$ cat src/hpc_pkg.sv
// Shared constants and types of the host port control block
package hpc_pkg;

    // ========================================
    // Register indices (byte address = 4 x index)
    localparam logic [7:0] HPC_IDX_DATA   = 8'h08;
    localparam logic [7:0] HPC_IDX_PORT_E = 8'h09;
    localparam logic [7:0] HPC_IDX_IRQ    = 8'h0c;
    localparam logic [7:0] HPC_IDX_STATUS = 8'h89;
    localparam logic [7:0] HPC_IDX_ANALOG = 8'h9f;
    localparam logic [7:0] HPC_IDX_NONE   = 8'hff;
    localparam int         HPC_IDX_LSB    = 2;
    localparam int         HPC_IDX_MSB    = 9;

    // ========================================
    // Field positions
    localparam int HPC_BIT_IBF   = 7;
    localparam int HPC_BIT_OBF   = 6;
    localparam int HPC_BIT_INPUT_OVERRUN_FLAG  = 5;
    localparam int HPC_BIT_MODE  = 4;
    localparam int HPC_BIT_IRQ   = 7;
    localparam int HPC_PIN_RD    = 0;
    localparam int HPC_PIN_WR    = 1;
    localparam int HPC_PIN_CS    = 2;

    // ========================================
    // Reset values and masks
    localparam logic [2:0] HPC_DIR_RST     = 3'h7;
    localparam logic [7:0] HPC_ANALOG_RST  = 8'h00;
    localparam logic [7:0] HPC_ANALOG_MASK = 8'h8f;

    // ========================================
    // Quarter-cycle phases of the core clock
    localparam logic [1:0] HPC_PH_Q2 = 2'h1;
    localparam logic [1:0] HPC_PH_Q4 = 2'h3;

    // ========================================
    // Buffer shape
    localparam int HPC_FIFO_W = 8;
    localparam int HPC_FIFO_D = 16;

    // ========================================
    // Types
    typedef enum logic [2:0] {
        HPC_DN_IDLE = 3'b001,
        HPC_DN_Q2   = 3'b010,
        HPC_DN_Q4   = 3'b100
    } hpc_done_e;

    typedef struct packed {
        logic cs_n;
        logic wr_n;
        logic rd_n;
    } hpc_strobe_s;

    typedef struct packed {
        logic [7:0] o;
        logic [7:0] oe;
    } hpc_bus8_s;

    // Completion wait: next Q2, then the following Q4
    function automatic hpc_done_e hpc_done_step(hpc_done_e s, logic start,
                                                logic [1:0] ph);
        hpc_done_e n;
        n = s;
        case (s)
            HPC_DN_IDLE: begin
                if (start) n = HPC_DN_Q2;
            end
            HPC_DN_Q2: begin
                if (ph == HPC_PH_Q2) n = HPC_DN_Q4;
            end
            HPC_DN_Q4: begin
                if (ph == HPC_PH_Q4) n = HPC_DN_IDLE;
            end
            default: n = HPC_DN_IDLE;
        endcase
        return n;
    endfunction

endpackage

$ cat src/hpc_sync.sv
// Two-flop synchroniser, one per bit
`timescale 1ns/10ps
module hpc_sync #(
    parameter int       W   = 3,
    parameter bit [7:0] RST_VAL = 8'hff
) (
    // Clock and reset
    input  wire logic         clk,
    input  wire logic         rst,
    // Data
    input  wire logic [W-1:0] d,
    output logic      [W-1:0] q
);
    genvar i;
    generate
        for (i = 0; i < W; i++) begin : g_bit
            logic meta_r;
            always_ff @(posedge clk or posedge rst) begin
                if (rst) begin
                    meta_r <= RST_VAL[i];
                    q[i]   <= RST_VAL[i];
                end else begin
                    meta_r <= d[i];
                    q[i]   <= meta_r;
                end
            end
        end
    endgenerate
endmodule // hpc_sync

$ cat src/hpc_fifo.sv
// Outgoing byte FIFO with valid/ready on both sides
`timescale 1ns/10ps
module hpc_fifo #(
    parameter int W = 8,
    parameter int D = 16
) (
    // Clock and reset
    input  wire logic         clk,
    input  wire logic         rst,
    // Fill side
    input  wire logic         in_valid,
    output logic              in_ready,
    input  wire logic [W-1:0] in_data,
    // Drain side
    output logic              out_valid,
    input  wire logic         out_ready,
    output logic      [W-1:0] out_data
);
    localparam int AW = $clog2(D);

    typedef struct packed {
        logic [D-1:0][W-1:0] mem;
        logic [AW-1:0]       wp;
        logic [AW-1:0]       rp;
        logic [AW:0]         cnt;
    } hpc_fifo_s;

    hpc_fifo_s s_r;
    hpc_fifo_s s_nxt;
    logic      push;
    logic      pop;

    assign in_ready  = (s_r.cnt != (AW+1)'(D));
    assign out_valid = (s_r.cnt != '0);
    assign out_data  = s_r.mem[s_r.rp];
    assign push      = in_valid & in_ready;
    assign pop       = out_valid & out_ready;

    always_comb begin
        s_nxt = s_r;
        if (push) begin
            s_nxt.mem[s_r.wp] = in_data;
            s_nxt.wp          = (s_r.wp == AW'(D-1)) ? '0 : s_r.wp + 1'b1;
        end
        if (pop) begin
            s_nxt.rp = (s_r.rp == AW'(D-1)) ? '0 : s_r.rp + 1'b1;
        end
        if (push & ~pop) begin
            s_nxt.cnt = s_r.cnt + 1'b1;
        end else if (pop & ~push) begin
            s_nxt.cnt = s_r.cnt - 1'b1;
        end
    end

    always_ff @(posedge clk or posedge rst) begin
        if (rst) begin
            s_r <= '0;
        end else begin
            s_r <= s_nxt;
        end
    end
endmodule // hpc_fifo

$ cat src/hpc_top.sv
// Host port control: byte latches, status flags and port-E pins
// Contract
// RL1: Output-full set until host reads byte
// RL2: Host write onto unread byte sets overrun
// RL3: Select bit enables host port mode
// RL4: Direction bits: 1 input, reset 1
// RL5: Read strobe low with select reads latch
// RL6: Write strobe low with select writes latch
// RL7: Chip select low enables; high ignores strobes
// RL8: Host mode: pins become read/write/select
// RL9: Unimplemented bits read as zero
// RL10: Write end sets input-full at Q4
// RL11: Input-full clears only on firmware read or outside host mode (RL13)
// RL12: Read start clears output-full; end flags
// RL13: Outside host mode full flags held clear
// RL14: Strobes synchronised before edge detection
`timescale 1ns/10ps
module hpc_top
    import hpc_pkg::*;
(
    // Clock and reset
    input  wire logic        CLK,
    input  wire logic        RST,
    // AHB-Lite slave
    input  wire logic        HSEL,
    input  wire logic [31:0] HADDR,
    input  wire logic [1:0]  HTRANS,
    input  wire logic        HWRITE,
    input  wire logic [2:0]  HSIZE,
    input  wire logic [31:0] HWDATA,
    input  wire logic        HREADY,
    output logic      [31:0] HRDATA,
    output logic             HREADYOUT,
    output logic             HRESP,
    // Port-E pins
    input  wire logic [2:0]  PE_I,
    output logic      [2:0]  PE_O,
    output logic      [2:0]  PE_OE,
    // Host data bus
    input  wire logic [7:0]  HD_I,
    output logic      [7:0]  HD_O,
    output logic      [7:0]  HD_OE
);

    // ========================================
    // State
    typedef struct packed {
        logic        hready;
        logic        busy;
        logic        wr;
        logic [7:0]  idx;
        logic [31:0] rdata;
        logic        input_full_flag;
        logic        output_full_flag;
        logic        input_overrun_flag;
        logic        mode;
        logic [2:0]  dir;
        logic [7:0]  analog;
        logic [2:0]  pe_latch;
        logic        irq;
        logic [7:0]  in_latch;
        logic [7:0]  out_latch;
        logic        wr_act;
        logic        rd_act;
        logic [1:0]  phase;
        hpc_done_e   wst;
        hpc_done_e   rst_st;
        hpc_bus8_s   hd;
        logic [2:0]  pe_oe;
        logic [2:0]  pe_o;
    } hpc_state_s;

    hpc_state_s  s_r;
    hpc_state_s  s_nxt;
    hpc_strobe_s stb_raw;
    hpc_strobe_s stb_s;
    logic        fifo_in_valid;
    logic        fifo_in_ready;
    logic        fifo_out_valid;
    logic        fifo_out_ready;
    logic [7:0]  fifo_out_data;
    logic        sel;
    logic        wr_now;
    logic        rd_now;

    // ========================================
    // Strobe synchroniser
    assign stb_raw.cs_n = PE_I[HPC_PIN_CS]; // RL8
    assign stb_raw.wr_n = PE_I[HPC_PIN_WR]; // RL8
    assign stb_raw.rd_n = PE_I[HPC_PIN_RD]; // RL8

    hpc_sync #(
        .W       (3),
        .RST_VAL (8'hff)
    ) u_sync (
        .clk (CLK),
        .rst (RST),
        .d   (stb_raw),
        .q   (stb_s)
    ); // RL14

    // ========================================
    // Outgoing byte FIFO
    // A full FIFO stalls the bus write rather than dropping the byte
    assign fifo_in_valid = s_r.busy & ~s_r.hready & s_r.wr &
                           (s_r.idx == HPC_IDX_DATA);
    // No load while a host read is active: the host must see one byte
    assign fifo_out_ready = s_r.mode & ~s_r.output_full_flag & ~s_r.rd_act & ~rd_now;

    hpc_fifo #(
        .W (HPC_FIFO_W),
        .D (HPC_FIFO_D)
    ) u_fifo (
        .clk       (CLK),
        .rst       (RST),
        .in_valid  (fifo_in_valid),
        .in_ready  (fifo_in_ready),
        .in_data   (HWDATA[7:0]),
        .out_valid (fifo_out_valid),
        .out_ready (fifo_out_ready),
        .out_data  (fifo_out_data)
    );

    // ========================================
    // Host access decode
    assign sel    = s_r.mode & ~stb_s.cs_n;  // RL3 RL7
    assign wr_now = sel & ~stb_s.wr_n;       // RL6
    assign rd_now = sel & ~stb_s.rd_n;       // RL5

    // ========================================
    // Next state
    always_comb begin
        s_nxt = s_r;
        s_nxt.phase = s_r.phase + 2'h1;

        // Bus data phase, one wait state so reads see settled flags; a data write into a full FIFO waits until it has room
        if (s_r.busy & ~s_r.hready) begin
            if (s_r.wr) begin
                case (s_r.idx)
                    HPC_IDX_DATA: begin
                        if (fifo_in_ready) begin
                            s_nxt.busy   = 1'b0;
                            s_nxt.hready = 1'b1;
                        end
                    end
                    HPC_IDX_STATUS: begin
                        s_nxt.input_overrun_flag = HWDATA[HPC_BIT_INPUT_OVERRUN_FLAG];
                        s_nxt.mode = HWDATA[HPC_BIT_MODE];   // RL3
                        s_nxt.dir  = HWDATA[2:0];            // RL4
                    end
                    HPC_IDX_PORT_E: s_nxt.pe_latch = HWDATA[2:0];
                    HPC_IDX_IRQ:    s_nxt.irq = HWDATA[HPC_BIT_IRQ];
                    HPC_IDX_ANALOG: s_nxt.analog = HWDATA[7:0] &
                                                   HPC_ANALOG_MASK;
                    default: ;
                endcase
                if (s_r.idx != HPC_IDX_DATA) begin
                    s_nxt.busy   = 1'b0;
                    s_nxt.hready = 1'b1;
                end
            end else begin
                s_nxt.rdata = '0;                            // RL9
                case (s_r.idx)
                    HPC_IDX_DATA: begin
                        s_nxt.rdata[7:0] = s_r.in_latch;
                        s_nxt.input_full_flag        = 1'b0;             // RL11
                    end
                    HPC_IDX_STATUS: begin
                        s_nxt.rdata[HPC_BIT_IBF]  = s_r.input_full_flag;
                        s_nxt.rdata[HPC_BIT_OBF]  = s_r.output_full_flag; // RL1
                        s_nxt.rdata[HPC_BIT_INPUT_OVERRUN_FLAG] = s_r.input_overrun_flag;
                        s_nxt.rdata[HPC_BIT_MODE] = s_r.mode;
                        s_nxt.rdata[2:0]          = s_r.dir;
                    end
                    HPC_IDX_PORT_E: s_nxt.rdata[2:0] = PE_I; // RL9
                    HPC_IDX_IRQ:    s_nxt.rdata[HPC_BIT_IRQ] = s_r.irq;
                    HPC_IDX_ANALOG: s_nxt.rdata[7:0] = s_r.analog;
                    default: ;
                endcase
                s_nxt.busy   = 1'b0;
                s_nxt.hready = 1'b1;
            end
        end

        // Bus address phase
        if (HSEL & HTRANS[1] & HREADY) begin
            s_nxt.busy   = 1'b1;
            s_nxt.hready = 1'b0;
            s_nxt.wr     = HWRITE;
            s_nxt.idx    = (HADDR[31:HPC_IDX_MSB+1] == '0) ?
                           HADDR[HPC_IDX_MSB:HPC_IDX_LSB] : HPC_IDX_NONE;
        end

        // Host side edges, after software so a hardware set wins
        s_nxt.wr_act = wr_now;
        s_nxt.rd_act = rd_now;
        if (wr_now) begin
            s_nxt.in_latch = HD_I;                            // RL6
        end
        if (wr_now & ~s_r.wr_act & s_r.input_full_flag) begin
            s_nxt.input_overrun_flag = 1'b1;                                // RL2
        end
        if (rd_now & ~s_r.rd_act) begin
            s_nxt.output_full_flag = 1'b0;                                 // RL12
        end
        s_nxt.wst    = hpc_done_step(s_r.wst, s_r.wr_act & ~wr_now,
                                     s_r.phase);              // RL10
        s_nxt.rst_st = hpc_done_step(s_r.rst_st, s_r.rd_act & ~rd_now,
                                     s_r.phase);              // RL12
        if ((s_r.wst == HPC_DN_Q4) && (s_r.phase == HPC_PH_Q4)) begin
            s_nxt.input_full_flag = 1'b1;                                 // RL10
            s_nxt.irq = 1'b1;                                 // RL10
        end
        if ((s_r.rst_st == HPC_DN_Q4) && (s_r.phase == HPC_PH_Q4)) begin
            s_nxt.irq = 1'b1;                                 // RL12
        end

        // Next outgoing byte becomes visible to the host
        if (fifo_out_valid & fifo_out_ready) begin
            s_nxt.out_latch = fifo_out_data;
            s_nxt.output_full_flag       = 1'b1;                           // RL1
        end

        // Outside host mode the full flags stay clear, overrun is kept
        if (~s_r.mode) begin
            s_nxt.input_full_flag    = 1'b0;                              // RL13
            s_nxt.output_full_flag    = 1'b0;                              // RL13
            s_nxt.wst    = HPC_DN_IDLE;
            s_nxt.rst_st = HPC_DN_IDLE;
        end

        // Pin drive
        s_nxt.pe_oe = s_r.mode ? 3'h0 : ~s_r.dir;             // RL4 RL8
        s_nxt.pe_o  = s_r.pe_latch;
        s_nxt.hd.o  = s_r.out_latch;                          // RL5
        s_nxt.hd.oe = {8{rd_now}};                            // RL5 RL7
    end

    // ========================================
    // State register
    always_ff @(posedge CLK or posedge RST) begin
        if (RST) begin
            s_r        <= '0;
            s_r.hready <= 1'b1;
            s_r.dir    <= HPC_DIR_RST;                        // RL4
            s_r.analog <= HPC_ANALOG_RST;
            s_r.idx    <= HPC_IDX_NONE;
            s_r.wst    <= HPC_DN_IDLE;
            s_r.rst_st <= HPC_DN_IDLE;
        end else begin
            s_r <= s_nxt;
        end
    end

    // ========================================
    // Outputs
    assign HRDATA    = s_r.rdata;
    assign HREADYOUT = s_r.hready;
    assign HRESP     = 1'b0;
    assign PE_O      = s_r.pe_o;
    assign PE_OE     = s_r.pe_oe;
    assign HD_O      = s_r.hd.o;
    assign HD_OE     = s_r.hd.oe;

endmodule // hpc_top

$ cat config.mk
export PLATFORM = sky130hd
export DESIGN_NAME = hpc_top
export DESIGN_NICKNAME = d
export VERILOG_FILES = /design/src/hpc_pkg.sv /design/src/hpc_sync.sv /design/src/hpc_fifo.sv /design/src/hpc_top.sv
export SDC_FILE = /design/constraint.sdc
export NUM_CORES = 1
export LEC_CHECK = 0
export BUFFER_PORTS_ARGS = -buffer_cell sky130_fd_sc_hd__buf_4
export CAP_MARGIN = 10
export CORE_MARGIN = 2
export CORE_UTILIZATION = 50
export CTS_CLUSTER_SIZE = 10
export DETAILED_ROUTE_END_ITERATION = 10
export PLACE_DENSITY = 0.79
export SYNTH_ARGS = -nofsm -noshare
export SYNTH_HDL_FRONTEND = slang
export SYNTH_HIERARCHICAL = 1
export SYNTH_SLANG_ARGS = --single-unit
$ cat constraint.sdc
create_clock -name CLK -period 4.7 [get_ports CLK]
set_clock_uncertainty 0.1 [all_clocks]
set_input_delay 0.47 -clock CLK [delete_from_list [all_inputs] [get_ports CLK]]
set_output_delay 0.47 -clock CLK [all_outputs]
set_load 0.01 [all_outputs]
==> metrics.md <==
| Metric | Value |
|---|---|
| Syn avg cell area | `13.64 µm²` |
| Global route overflow | `0` |
| Reg clk slew, reported paths | `0.06 ns` |
| Routed wire length | `22,100 µm` |
| Total placed instance area | `11,170 µm²` |
| Combinational power share | `6.8%` |
| Worst Max-Slew Pin Slew | `1.015 ns` |
| RSZ-0062 raised after global routing | `false` |
| RR Startpoint | `s_r[102]$_DFFE_PP1P_` |
| Peak supply drop | `0.2229 mV` |
| TNS Setup | `0 ns` |
| Largest net degree at the start of global routing | `115` |
| Seq/Total Area, Yosys | `52.04%` |
| Min Tclk post-route | `3.699 ns` |
| Hold WC Path Type | `input port to register` |
| Clk pwr share | `43.6%` |
| Clock sink count | `222` |
| Post-CTS sizing | `0` |
| Switching Fraction | `22.34%` |
| Post-synthesis simple-gate area fraction | `7.059%` |
| Sequential share of power | `49.6%` |
| Mux cell area share after synthesis | `25.76%` |
| Status | `finished clean` |
| CTS tree | `built` |
| XOR/XNOR Fraction of Synth Area | `0.4084%` |
| Count of final hold-check violations | `0` |
| Core area | `21,020 µm²` |
| Drt first pass iters | `4` |
| Dominant synthesized flop cell | `dfrtp_1` |
| Fin nets | `928` |
| Clk_lat worst skew | `0.52 ns` |
| Syn Inst Count | `786` |
| Global routing usage on met3 | `2.606%` |
| Row count | `53` |
| GR Util met1 | `28.16%` |
| Distinct cells, synth | `64` |
| Power Total | `4.063 mW` |
| Crit path DAT | `3.99 ns` |
| Worst r2r path cells | `10` |
| Critical Path RT | `4.99 ns` |
| Vias in the first global route | `6,576` |
| Share of layout cells above drive strength 1 | `40.50%` |
| Leak | `5.396 nW` |
| Setup Fix Bufs, Post-CTS | `0` |
| Worst flop-to-flop path endpoint | `u_fifo/s_r[4]$_DFFE_PP0P_` |
| Global routing's busiest layer | `met2` |
| Critical path capture point type | `register` |
| Antenna violations before repair | `0` |
| Post-DR vias/cell | `5.697` |
| Ys async rst share | `100.0%` |
| Area contributors post-synth | `dfrtp_1, mux2_2, mux2_4, dfstp_2, buf_4` |
| Die area | `22,640 µm²` |
| I/O pins | `141` |
| Flops & latches, synth | `222` |
| Die Y | `150.5 µm` |
| Port Buffers | `85` |
| Final period util | `78.70%` |
| CTS Root Cell | `clkbuf_16` |
| Largest buffer count on any clock path | `3` |
| Placed wire-length estimate | `14,040 µm` |
| Post-synth top area share | `47.14%` |
| H-tree levels | `1` |
| Iteration-0 DRC Markers | `432` |
| Fmax | `270.4 MHz` |
| CTS buffer count | `26` |
| Final setup violating endpoints | `0` |
| Wirelength per Cell | `19.79 µm` |
| Final instance area | `11,940 µm²` |
| Drc violations | `0` |
| Antenna diode count | `0` |
| Die X | `150.5 µm` |
| Slew HR | `32.33%` |
| Mapped cell area | `10,720 µm²` |
| EDFF count, synth | `0` |
| Cell Int Power | `3.155 mW` |
| Post-synthesis compound-gate area fraction | `6.265%` |
| Startpoint Class | `register` |
| Leading area contributor after synthesis | `dfrtp_1` |
| Synth warn | `6` |
| PD cells | `340.2 nW/µm²` |
| Adder-cell share of the synthesized area | `1.470%` |
| Area added between synthesis and finish | `11.38%` |
| Reg2reg setup slack | `1.00 ns` |
| CP endpoint | `u_fifo/s_r[4]$_DFFE_PP0P_` |
| Max Cap Viol | `0` |
| Starting Density | `51.01%` |
| Via Count | `6,364` |
| Tot GR Track Use | `20.24%` |
| Largest family of logic cells by synthesized area | `multiplexers` |
| Worst Setup Path Type | `register to register` |
| Fin. max-slew vios | `0` |
| Critical path origin | `s_r[102]$_DFFE_PP1P_` |
| Met2 usage | `32.84%` |
| Crit Path Max Fanout | `24` |
| Global-route wire length before repair | `35,760 µm` |
| NetSw | `0.9074 mW` |
| DRT antenna net count | `0` |
| Placer Congestion | `0.8342` |
state kept, by name, summed over array words and instances (netlist names):
register             flops
s_nxt                   11
HD_OE                    1
HD_O                     8
PE_O                     3
u_fifo/s_r             141
u_sync/q                 3
u_sync/g_bit.meta_r      3
HRDATA                   8
HREADYOUT                1
s_r                     40
PE_OE                    3
cells in the final DEF (no fill, tap or decap), types with 3 or more instances in the layout:
cell and instances:
a21oi_1 14, nor4_1 6, dlygate4sd3_1 4, mux2_2 100
and3_1 7, nand2_1 25, mux2_4 59, dfrtp_1 201
nand3_1 5, nor2b_1 5, o31ai_1 3, dfstp_2 20
nor2_1 17, or3_1 3, ha_1 11, o22ai_1 4
xnor2_1 3, inv_1 15, nand3_2 4, clkbuf_1 10
a221oi_1 8, buf_4 91, nand4_1 3, mux4_2 16
o211ai_1 10, clkbuf_16 27, a22oi_1 15, mux2i_1 39
nor3_1 10, nor3b_1 3, a21o_1 4, conb_1 25
o22a_1 9, and3_4 7, o21ai_0 15, nor4_4 3
worst min-delay path by stage:
stage,start,end,slack (ns),depth (start not counted)
4_1_cts,HADDR[8],s_r[105]$_DFFE_PP1P_,0.06,2
6_report,HADDR[2],s_r[99]$_DFFE_PP1P_,0.07,2
2_1_floorplan,u_sync/g_bit[0].meta_r$_DFF_PP1_,u_sync/q[0]$_DFF_PP1_,0.25,0
5_1_grt,HADDR[2],s_r[99]$_DFFE_PP1P_,0.06,2
3_5_place_dp,u_sync/g_bit[0].meta_r$_DFF_PP1_,u_sync/q[0]$_DFF_PP1_,0.25,0
3_3_place_gp,u_sync/g_bit[1].meta_r$_DFF_PP1_,u_sync/q[1]$_DFF_PP1_,0.25,0
cell usage after synthesis, types with 5 or more instances:
cell type / instances
a21oi_1: 14
a221oi_1: 8
a22oi_1: 15
and3_1: 7
and3_4: 7
buf_2: 9
buf_4: 59
buf_6: 9
clkbuf_1: 22
dfrtp_1: 202
dfstp_2: 20
ha_1: 11
inv_1: 17
mux2_2: 100
mux2_4: 59
mux2i_1: 39
mux4_2: 16
nand2_1: 25
nand3_1: 5
nor2_1: 17
nor2b_1: 5
nor3_1: 10
nor4_1: 6
o211ai_1: 10
o21ai_0: 15
o22a_1: 9
logic make-up after synthesis:
| family | count (synthesis) |
|---|---|
| AO/OA/AOI/OAI | 95 |
| flip-flops | 222 |
| adder cells (fa/ha/maj) | 12 |
| multiplexers | 214 |
| XOR/XNOR | 5 |
| buffers and inverters | 119 |
| other | 1 |
| AND/OR/NAND/NOR | 118 |
area by class of cell:
type	instances	area, µm²
repair buffers	95	723.2
flip-flops and latches	222	5582
fillers	1638	9077
multi-input cells	469	4492
inverters	17	68.82
clock inverters	1	7.507
clock buffers	38	726.9
well taps	275	344.1
repair_timing:
| action | in CTS | in global routing |
|---|---|---|
| endpoints found under the setup margin | 0 | 0 |
| endpoints found under the hold margin | 25 | 0 |
| hold buffers | 4 | 0 |
power groups by stage:
stage	clock network [mW]	registers [mW]	logic, mW
floorplan	0	2.04	0.202
global placement	0	2.04	0.270
detailed placement	0	2.05	0.276
CTS	1.81	2.02	0.278
global route	1.89	2.02	0.305
finish	1.77	2.02	0.274
through the flow:
stage | worst slack, ns | utilization, % | hold slack, ns | cells
global route | 0.8357 | 56.82 | 0.05772 | 1117
detailed placement | 1.048 | 53.13 | 0.2490 | 1074
floorplan | 0.3488 | - | 0.2452 | 810
global placement | 1.129 | 53.13 | 0.2459 | 1074
finish | 1.001 | 56.82 | 0.06643 | 1117
CTS | 1.040 | 56.82 | 0.05662 | 1117
worst max-delay path: stages, from the launching register on:
cell and delay (ns):
dfstp_2 0.53, or4b_1 0.61, nor3_1 0.27, a21boi_2 0.20, buf_4 0.27, ha_1 0.26
inv_1 0.14, fa_1 0.42, a21o_1 0.21, a2111oi_0 0.44, o31ai_1 0.14
routing by layer:
metal  up-vias  wire length [µm]
li1       2852                 -
met1      3300              9796
met2       161             10710
met3        51               953
met4         0               645
met5         -                 0
Note: power is estimated with default switching activity, not from simulation.
